--- src/logic/tc_consts.svh ---
`ifndef TC_CONSTS_SVH
`define TC_CONSTS_SVH
// timing
`define CLK_PERIOD_NS 8
`define SETTLE_MS 250
`define TICK_MS 1
`define TACHO_WINDOW_TICKS 1000
// register byte addresses
`define ADDR_CTRL 8'h00
`define ADDR_SET1 8'h04
`define ADDR_SET2 8'h08
`define ADDR_PV 8'h0c
`define ADDR_PV_B 8'h10
`define ADDR_AUX 8'h14
`define ADDR_STATUS 8'h18
`define ADDR_KEY 8'h1c
// ctrl fields
`define CTRL_FUNC_LSB 0
`define CTRL_POD_BIT 4
`define CTRL_REMAIN_BIT 5
`define CTRL_ABS_BIT 6
`define CTRL_ARR_LSB 7
`define CTRL_SHOW_BIT 10
`define KEY_PRESS_BIT 0
`endif

--- src/logic/tc_pkg.sv ---
package tc_pkg;
   typedef logic [23:0] value_t;
   typedef enum logic [3:0] {fn_timer, fn_twin, fn_two_stage, fn_count1, fn_count2, fn_total, fn_batch,
      fn_dual, fn_tacho} func_e;
   typedef enum logic [2:0] {arr_inc, arr_dec, arr_cmd, arr_indiv, arr_quad} arrange_e;
   typedef enum logic {bus_idle, bus_ack} bus_e;
   typedef struct packed {
      func_e func;
      logic pod_mode;
      logic remaining;
      logic absolute;
      arrange_e arrange;
      logic show_aux;
   } cfg_s;
   typedef struct packed {
      logic psel;
      logic penable;
      logic pwrite;
      logic [7:0] paddr;
      logic [31:0] pwdata;
   } apb_req_s;
   typedef struct packed {
      logic [31:0] prdata;
      logic pready;
      logic pslverr;
   } apb_rsp_s;
   typedef struct packed {
      logic start_input;
      logic gate_input;
      logic first_reset_input;
      logic second_reset_input;
      logic count_input_a;
      logic count_input_b;
   } term_in_s;
   typedef struct packed {
      logic first_control_output;
      logic second_control_output;
      logic reset_indicator;
   } drive_s;
   typedef struct packed {
      cfg_s cfg;
      value_t set1;
      value_t set2;
      value_t pv;
      value_t pv_b;
      value_t aux;
      value_t rate;
      logic [31:0] settle_cnt;
      logic [31:0] tick_cnt;
      logic [15:0] win_cnt;
      logic started;
      logic hold;
      logic a_q;
      logic b_q;
      logic start_q;
      bus_e bus;
      apb_rsp_s rsp;
      drive_s drv;
   } state_s;
endpackage

--- src/logic/timer_counter_io.sv ---
// Contract
// - counter key press clears value and outputs
// - total key clears total when shown
// - batch key clears value, first output
// - dual key clears both channels, sum, outputs
// - tachometer key toggles the freeze of value and outputs
// - start stops power-on-delay, else starts timing
// - timer reset loads zero or set value
// - timer reset: no counting, outputs off, lamp
// - single/twin outputs switch at set values
// - two-stage reset returns zero, outputs off
// - forecast: second at set, first earlier
// - absolute: outputs at set one, two
// - count input arrangements outside dual mode
// - dual: each input counts up alone
// - counter reset clears, blocks, lights lamp
// - dual resets clear own channel only
// - stage counters ignore second reset
// - total reset holds total at zero
// - batch reset clears batch count, output
// - reset value zero or set value
// - second reset lights lamp in tachometer mode only
// - tachometer resets hold measurement, light lamp
// - outputs off, inputs ignored while settling
//
// The implementer's own choices: register access over APB and the register addresses.
`include "tc_consts.svh"
module timer_counter_io #(
   parameter int unsigned settle_cycles = `SETTLE_MS * 1000000 / `CLK_PERIOD_NS,
   parameter int unsigned tick_cycles = `TICK_MS * 1000000 / `CLK_PERIOD_NS,
   parameter int unsigned window_ticks = `TACHO_WINDOW_TICKS
) (
   // clock and reset
   input wire logic mclk,
   input wire logic reset,
   // register bus
   input wire tc_pkg::apb_req_s apb_req,
   output tc_pkg::apb_rsp_s apb_rsp,
   // terminals
   input wire tc_pkg::term_in_s term_in,
   output tc_pkg::drive_s term_out
);
   tc_pkg::state_s st;
   tc_pkg::state_s next_st;
   logic settling;
   logic tick;
   logic win_end;
   logic a_rise;
   logic b_rise;
   logic start_rise;
   logic up;
   logic down;
   logic dec;
   logic timer_fn;
   logic counter_fn;
   logic pod;
   logic run;
   logic hold_eff;
   logic key;
   tc_pkg::value_t home;
   tc_pkg::value_t t1;
   tc_pkg::value_t t2;
   tc_pkg::value_t t_end;
   tc_pkg::value_t elapsed;

   function automatic tc_pkg::value_t sub0(input tc_pkg::value_t a, input tc_pkg::value_t b);
      sub0 = (a > b) ? a - b : '0;
   endfunction

   function automatic logic mapped(input logic [7:0] a);
      mapped = (a[1:0] == 2'b00) && (a <= `ADDR_KEY);
   endfunction

   assign apb_rsp = st.rsp;
   assign term_out = st.drv;

   always_comb begin
      next_st = st;
      key = 1'b0;
      settling = st.settle_cnt != 32'h0;
      tick = st.tick_cnt == tick_cycles[31:0] - 32'h1;
      win_end = tick && (st.win_cnt == window_ticks[15:0] - 16'h1);
      a_rise = term_in.count_input_a && !st.a_q;
      b_rise = term_in.count_input_b && !st.b_q;
      start_rise = term_in.start_input && !st.start_q;
      next_st.a_q = term_in.count_input_a;
      next_st.b_q = term_in.count_input_b;
      next_st.start_q = term_in.start_input;
      next_st.tick_cnt = tick ? 32'h0 : st.tick_cnt + 32'h1;
      if (tick) begin
         next_st.win_cnt = win_end ? 16'h0 : st.win_cnt + 16'h1;
      end
      timer_fn = st.cfg.func inside {tc_pkg::fn_timer, tc_pkg::fn_twin, tc_pkg::fn_two_stage};
      counter_fn = st.cfg.func inside {tc_pkg::fn_count1, tc_pkg::fn_count2, tc_pkg::fn_total, tc_pkg::fn_batch};
      dec = st.cfg.arrange == tc_pkg::arr_dec;
      pod = st.cfg.pod_mode && st.cfg.func != tc_pkg::fn_two_stage;
      run = pod ? !st.started : st.started;
      hold_eff = st.hold || term_in.first_reset_input || term_in.second_reset_input;
      up = 1'b0;
      down = 1'b0;
      home = '0;
      t1 = st.set1;
      t2 = st.set1;
      t_end = st.set1;
      elapsed = '0;

      // register bus
      next_st.rsp.pready = 1'b0;
      unique case (st.bus)
         tc_pkg::bus_idle: begin
            if (apb_req.psel && apb_req.penable) begin
               next_st.bus = tc_pkg::bus_ack;
               next_st.rsp.pready = 1'b1;
               next_st.rsp.pslverr = !mapped(apb_req.paddr);
               case (apb_req.paddr)
                  `ADDR_CTRL: next_st.rsp.prdata = {21'h0, st.cfg.show_aux, st.cfg.arrange, st.cfg.absolute,
                     st.cfg.remaining, st.cfg.pod_mode, st.cfg.func};
                  `ADDR_SET1: next_st.rsp.prdata = {8'h0, st.set1};
                  `ADDR_SET2: next_st.rsp.prdata = {8'h0, st.set2};
                  `ADDR_PV: next_st.rsp.prdata = {8'h0, st.pv};
                  `ADDR_PV_B: next_st.rsp.prdata = {8'h0, st.pv_b};
                  `ADDR_AUX: next_st.rsp.prdata = {8'h0, st.aux};
                  `ADDR_STATUS: next_st.rsp.prdata = {26'h0, settling, st.hold, st.started, st.drv};
                  default: next_st.rsp.prdata = 32'h0;
               endcase
            end
         end
         tc_pkg::bus_ack: begin
            next_st.bus = tc_pkg::bus_idle;
            next_st.rsp.pslverr = 1'b0;
            if (apb_req.pwrite && mapped(apb_req.paddr)) begin
               case (apb_req.paddr)
                  `ADDR_CTRL: begin
                     next_st.cfg.func = tc_pkg::func_e'(apb_req.pwdata[`CTRL_FUNC_LSB +: 4]);
                     next_st.cfg.pod_mode = apb_req.pwdata[`CTRL_POD_BIT];
                     next_st.cfg.remaining = apb_req.pwdata[`CTRL_REMAIN_BIT];
                     next_st.cfg.absolute = apb_req.pwdata[`CTRL_ABS_BIT];
                     next_st.cfg.arrange = tc_pkg::arrange_e'(apb_req.pwdata[`CTRL_ARR_LSB +: 3]);
                     next_st.cfg.show_aux = apb_req.pwdata[`CTRL_SHOW_BIT];
                  end
                  `ADDR_SET1: next_st.set1 = apb_req.pwdata[23:0];
                  `ADDR_SET2: next_st.set2 = apb_req.pwdata[23:0];
                  `ADDR_KEY: key = apb_req.pwdata[`KEY_PRESS_BIT];
                  default: ;
               endcase
            end
         end
      endcase

      if (settling) begin
         next_st.settle_cnt = st.settle_cnt - 32'h1;
         next_st.drv = '0;
      end else begin
         unique case (st.cfg.func)
            tc_pkg::fn_timer, tc_pkg::fn_twin, tc_pkg::fn_two_stage: begin
               home = (st.cfg.remaining && st.cfg.func != tc_pkg::fn_two_stage) ? st.set1 : '0;
               if (st.cfg.func == tc_pkg::fn_twin) begin
                  t2 = st.set2;
               end else if (st.cfg.func == tc_pkg::fn_two_stage) begin
                  if (st.cfg.absolute) begin
                     t2 = st.set2;
                  end else begin
                     t1 = sub0(st.set1, st.set2);
                  end
               end
               t_end = (t1 > t2) ? t1 : t2;
               if (start_rise) begin
                  next_st.started = 1'b1;
               end
               if (term_in.first_reset_input) begin
                  next_st.pv = home;
                  next_st.drv.first_control_output = 1'b0;
                  next_st.drv.second_control_output = 1'b0;
                  next_st.drv.reset_indicator = 1'b1;
               end else begin
                  next_st.drv.reset_indicator = 1'b0;
                  if (run && !term_in.gate_input && tick) begin
                     if (home != '0) begin
                        if (st.pv != '0) begin
                           next_st.pv = st.pv - 24'h1;
                        end
                     end else if (st.pv < t_end) begin
                        next_st.pv = st.pv + 24'h1;
                     end
                  end
                  elapsed = (home != '0) ? sub0(st.set1, next_st.pv) : next_st.pv;
                  next_st.drv.first_control_output = elapsed >= t1;
                  next_st.drv.second_control_output = elapsed >= t2;
               end
            end
            tc_pkg::fn_count1, tc_pkg::fn_count2, tc_pkg::fn_total, tc_pkg::fn_batch: begin
               home = dec ? ((st.cfg.func == tc_pkg::fn_count2) ? st.set2 : st.set1) : '0;
               unique case (st.cfg.arrange)
                  tc_pkg::arr_inc: up = a_rise;
                  tc_pkg::arr_dec: down = a_rise;
                  tc_pkg::arr_cmd: begin
                     up = a_rise && !term_in.count_input_b;
                     down = a_rise && term_in.count_input_b;
                  end
                  tc_pkg::arr_indiv: begin
                     up = a_rise;
                     down = b_rise;
                  end
                  tc_pkg::arr_quad: begin
                     up = a_rise && !term_in.count_input_b;
                     down = a_rise && term_in.count_input_b;
                  end
                  default: ;
               endcase
               if (term_in.first_reset_input) begin
                  next_st.pv = home;
                  next_st.drv = '0;
                  next_st.drv.reset_indicator = 1'b1;
               end else begin
                  next_st.drv.reset_indicator = 1'b0;
                  if (up && !down) begin
                     next_st.pv = st.pv + 24'h1;
                  end else if (down && !up) begin
                     next_st.pv = st.pv - 24'h1;
                  end
                  unique case (st.cfg.func)
                     tc_pkg::fn_count1: begin
                        next_st.drv.first_control_output = dec ? next_st.pv == '0 : next_st.pv >= st.set1;
                        next_st.drv.second_control_output = next_st.drv.first_control_output;
                     end
                     tc_pkg::fn_count2: begin
                        next_st.drv.first_control_output =
                           dec ? next_st.pv <= sub0(st.set2, st.set1) : next_st.pv >= st.set1;
                        next_st.drv.second_control_output = dec ? next_st.pv == '0 : next_st.pv >= st.set2;
                     end
                     tc_pkg::fn_total: begin
                        if (up && !down) begin
                           next_st.aux = st.aux + 24'h1;
                        end
                        next_st.drv.first_control_output = next_st.pv >= st.set1;
                        next_st.drv.second_control_output = next_st.pv >= st.set1;
                     end
                     default: begin
                        if (st.pv != st.set1 && next_st.pv == st.set1) begin
                           next_st.aux = st.aux + 24'h1;
                        end
                        next_st.drv.second_control_output = next_st.pv >= st.set1;
                        next_st.drv.first_control_output = st.drv.first_control_output ||
                           (st.set2 != '0 && next_st.aux >= st.set2);
                     end
                  endcase
               end
               // stage counters leave the second reset unused
               if (term_in.second_reset_input) begin
                  if (st.cfg.func == tc_pkg::fn_total) begin
                     next_st.aux = '0;
                  end else if (st.cfg.func == tc_pkg::fn_batch) begin
                     next_st.aux = '0;
                     next_st.drv.first_control_output = 1'b0;
                  end
               end
            end
            tc_pkg::fn_dual: begin
               if (term_in.first_reset_input) begin
                  next_st.pv = '0;
               end else if (a_rise) begin
                  next_st.pv = st.pv + 24'h1;
               end
               if (term_in.second_reset_input) begin
                  next_st.pv_b = '0;
               end else if (b_rise) begin
                  next_st.pv_b = st.pv_b + 24'h1;
               end
               next_st.aux = next_st.pv + next_st.pv_b;
               next_st.drv.first_control_output = next_st.aux >= st.set1;
               next_st.drv.second_control_output = next_st.aux >= st.set2;
               next_st.drv.reset_indicator = term_in.first_reset_input;
            end
            tc_pkg::fn_tacho: begin
               next_st.drv.reset_indicator = hold_eff;
               if (!hold_eff) begin
                  if (win_end) begin
                     next_st.pv = st.rate + {23'h0, a_rise};
                     next_st.rate = '0;
                  end else begin
                     next_st.rate = st.rate + {23'h0, a_rise};
                  end
                  next_st.drv.first_control_output = next_st.pv >= st.set1;
                  next_st.drv.second_control_output = next_st.pv >= st.set2;
               end
            end
            default: next_st.drv = '0;
         endcase

         // reset key
         if (key) begin
            unique case (st.cfg.func)
               tc_pkg::fn_count1, tc_pkg::fn_count2: begin
                  next_st.pv = home;
                  next_st.drv.first_control_output = 1'b0;
                  next_st.drv.second_control_output = 1'b0;
               end
               tc_pkg::fn_total: begin
                  next_st.pv = home;
                  next_st.drv.first_control_output = 1'b0;
                  next_st.drv.second_control_output = 1'b0;
                  if (st.cfg.show_aux) begin
                     next_st.aux = '0;
                  end
               end
               tc_pkg::fn_batch: begin
                  next_st.pv = home;
                  next_st.drv.first_control_output = 1'b0;
                  if (st.cfg.show_aux) begin
                     next_st.aux = '0;
                     next_st.drv.second_control_output = 1'b0;
                  end
               end
               tc_pkg::fn_dual: begin
                  next_st.pv = '0;
                  next_st.pv_b = '0;
                  next_st.aux = '0;
                  next_st.drv.first_control_output = 1'b0;
                  next_st.drv.second_control_output = 1'b0;
               end
               tc_pkg::fn_tacho: next_st.hold = !st.hold;
               default: ;
            endcase
         end
      end
   end

   always_ff @(posedge mclk) begin
      if (reset) begin
         st <= '0;
         st.settle_cnt <= settle_cycles[31:0];
      end else begin
         st <= next_st;
      end
   end
endmodule

--- config.mk ---
export PLATFORM = sky130hd
export DESIGN_NAME = timer_counter_io
export DESIGN_NICKNAME = d
export VERILOG_FILES = /design/src/logic/tc_pkg.sv /design/src/logic/timer_counter_io.sv
export VERILOG_INCLUDE_DIRS = /design/src /design/src/logic
export SDC_FILE = /design/constraint.sdc
export NUM_CORES = 2
export LEC_CHECK = 0
export CORE_ASPECT_RATIO = 1.75
export CORE_MARGIN = 3
export CORE_UTILIZATION = 30
export CTS_BUF_LIST = sky130_fd_sc_hd__clkbuf_8 sky130_fd_sc_hd__clkbuf_16
export CTS_CLUSTER_DIAMETER = 40
export DETAILED_ROUTE_END_ITERATION = 7
export DONT_BUFFER_PORTS = 1
export MAX_ROUTING_LAYER = met4
export PLACE_DENSITY_LB_ADDON = 0.15
export SETUP_SLACK_MARGIN = 0.1
export SLEW_MARGIN = 15
export SYNTH_ARGS = -nofsm -noshare
export SYNTH_HDL_FRONTEND = slang
export SYNTH_SLANG_ARGS = --single-unit
--- constraint.sdc ---
create_clock -name mclk -period 11.6 [get_ports mclk]
set_input_delay 0.58 -clock mclk [delete_from_list [all_inputs] [get_ports mclk]]
set_output_delay 0.58 -clock mclk [all_outputs]
set_load 0.01 [all_outputs]
==> reports/metrics.yaml <==
grt_pass1_vias: 34700
cts-root-buf: "clkbuf_16"
tightest_slew_ns: 1.27
fp.dieH_um: 433
avgSynthCellArea_um2: 7.12
grt_overflow: 0
hold_path_class: "in -> reg"
synthFlopType: "dfxtp_1"
final_cell_area_um2: 38500
io_buffers: 0
period_minus_slack_ns: 11.32
die_x_um: 250
synth.area.top_cells: "dfxtp_1 (17%), ha_1 (16%), a21oi_1 (7.5%), nand2_1 (6.4%), nor2_1 (4.6%)"
clockBufferDepth: 3
worstSetupEndpointType: "register"
finalSetupTns_ns: 0
critPathKind: "reg -> reg"
dr_total_vias: 36400
max_stage_delay_ns: 0.51
setup_violations: 0
grt_start_max_net_pins: 189
wire_per_inst_um: 30.2
final_nets: 5100
syn-instance-count: 4387
grt_pass1_wl_mm: 253
cts_buffers: 46
crit_top_cell: "buf_4"
stdcell_count: 6044
clkSlewWorstSetupHoldPaths_ns: 0.06
synthArstFlopShare_pct: 0
hold_viol_final: 0
fin_util_pct: 37.3
initial_core_util_pct: 30.3
drv_cap: 0
placed_cells: 5897
place_area_um2: 35400
ys_top_cells_by_count: "nand2_1 (531), a21oi_1 (471), ha_1 (392), nor2_1 (385), dfxtp_1 (269)"
startpoint_type: "register"
drc_errors: 0
pin_count: 88
num-fill-cells: 11000
leakagePower_nw: 15.8
ys_warn_count: 0
drive_gt1_share_pct: 17.4
ant_nets: 0
syn-cell-area_um2: 31300
area.growth.synth_to_final_pct: 23.1
grt_usage_pct: 33.3
crit_fanout: 8
cts_tree: "done"
cts_sinks: 269
via_per_inst: 6.02
coreArea_um2: 103000
die-area_um2: 108000
skew_ns: 0.0651
cp.required_ns: 12.15
synth_edf_count: 0
synth_top_cell_by_area: "dfxtp_1"
synth_top_area_share_pct: 17.2
fmax_ghz: 0.0883
antenna_found_initial: 9
first_pass_iters: 6
ys_ff_latch: 269
p_per_area_nw_per_um2: 65.4
hpwl_mm: 140
relSlewSlack_pct: 14.4
period_share_pct: 97.6
clock_latency_ns: 0.67
drv_slew: 0
peakVddDrop_v: 0.000104
synth.most_common_cell: "nand2_1"
synth.distinct_cells: 101
fin_hold_ws_ns: 0.0395
cp.arrival_ns: 11.87
htree_levels: 2
drt_wl_total_mm: 183
gp_congestion: 1.10
slowest_stage: "or4_4"
status: "complete, no violations"
rows: 156
seq_area_frac_synth_pct: 17.2
drt_iter0_markers: 3503
rsz0062_at_grt: "yes"
layer usage:
metal	GRT usage [%]	vias to the layer above	wire, µm
met2	54.7	1794	85300
met1	32.5	17300	61200
li1	-	16500	-
met5	-	-	0
met4	33.4	0	24200
met3	6.19	809	11800
sequential cells by signal, indices dropped and copies added (netlist names):
name      count
apb_rsp      25
term_out      3
st          241
final timing paths:
kind / startpoint / to / slack, ns / cells after the start
setup / recovery: st[228]$_SDFFE_PP0P_ / term_out[1]$_SDFF_PP0_ / 0.28 / 58
hold / removal: apb_req[1] / st[220]$_SDFFE_PP0P_ / 0.04 / 2
setup reg to reg: st[228]$_SDFFE_PP0P_ / term_out[1]$_SDFF_PP0_ / 0.28 / 58
hold reg to reg: st[59]$_SDFF_PP0_ / st[59]$_SDFF_PP0_ / 0.46 / 1
power by group:
| part | internal (mW) | switching, mW | total, mW |
|---|---|---|---|
| Sequential | 0.930 | 0.00626 | 0.936 |
| Combinational | 0.0211 | 0.0461 | 0.0672 |
| Clock | 0.906 | 0.608 | 1.51 |
| Total | 1.86 | 0.660 | 2.52 |
critical path, delay by kind of cell (launching register included):
family	cells	cell delay (ns)
adders and majority gates	5	1.57
and+or+nand+nor	12	2.45
DFF	1	0.33
buffers and inverters	17	2.59
AOI/OAI and AO/OA	23	4.16
xor gates and xnor gates	1	0.05
layout make-up:
cell class	instances	area, µm²	area share (%)
antenna	10	25.0	0.0650
clock buffer	53	1250	3.24
clock inverter	33	430	1.12
inverter	147	552	1.43
multi-input combinational	3658	24900	64.8
sequential	269	5390	14.0
tap	1343	1680	4.37
timing repair buffer	531	4210	10.9
placed cells by master (no fill, tap or decap), types with 42 or more instances in the layout:
master and n:
nand3_1 117, nor3_1 82, buf_4 498, a31oi_1 42
clkbuf_16 50, nand2_1 523, nand4_1 78, a22oi_1 61
xor2_1 151, o21ai_1 52, nor2_1 376, nor4_1 64
and3_1 55, a21o_1 106, xnor2_1 131, nand2b_1 54
ha_1 379, a21oi_1 452, inv_1 146, o21ai_0 192
dfxtp_1 265
timing repair:
item	4_1_cts	5_1_grt
endpoints found under the setup margin	2	2
gates cloned	0	6
gates resized for setup	54	146
hold buffers	3	3
pin swaps	28	85
setup buffers	9	27
endpoints found under the hold margin	9	1
cells by family (layout without fill, tap and decap cells):
| group | Yosys count | after routing | synth area share [%] |
|---|---|---|---|
| flip-flops | 269 | 269 | 17.2 |
| XOR/XNOR | 285 | 285 | 7.99 |
| AO/OA/AOI/OAI | 1332 | 1332 | 26.9 |
| AND/OR/NAND/NOR | 1612 | 1612 | 24.9 |
| other | 1 | 18 | 0.0120 |
| buffers and inverters | 467 | 764 | 6.14 |
| adder cells (fa/ha/maj) | 398 | 398 | 16.0 |
| multiplexers | 23 | 23 | 0.789 |
metrics by stage:
| stage | power, mW | worst slack (ns) |
|---|---|---|
| 6_report | 2.52 | 0.278 |
| 4_1_cts | 2.54 | 0.102 |
| 2_1_floorplan | 1.01 | 1.05 |
| 3_3_place_gp | 1.02 | -2.41 |
| 3_5_place_dp | 1.02 | -0.823 |
| 5_1_grt | 2.59 | -0.0979 |
Power figures use the tool's default switching activity.
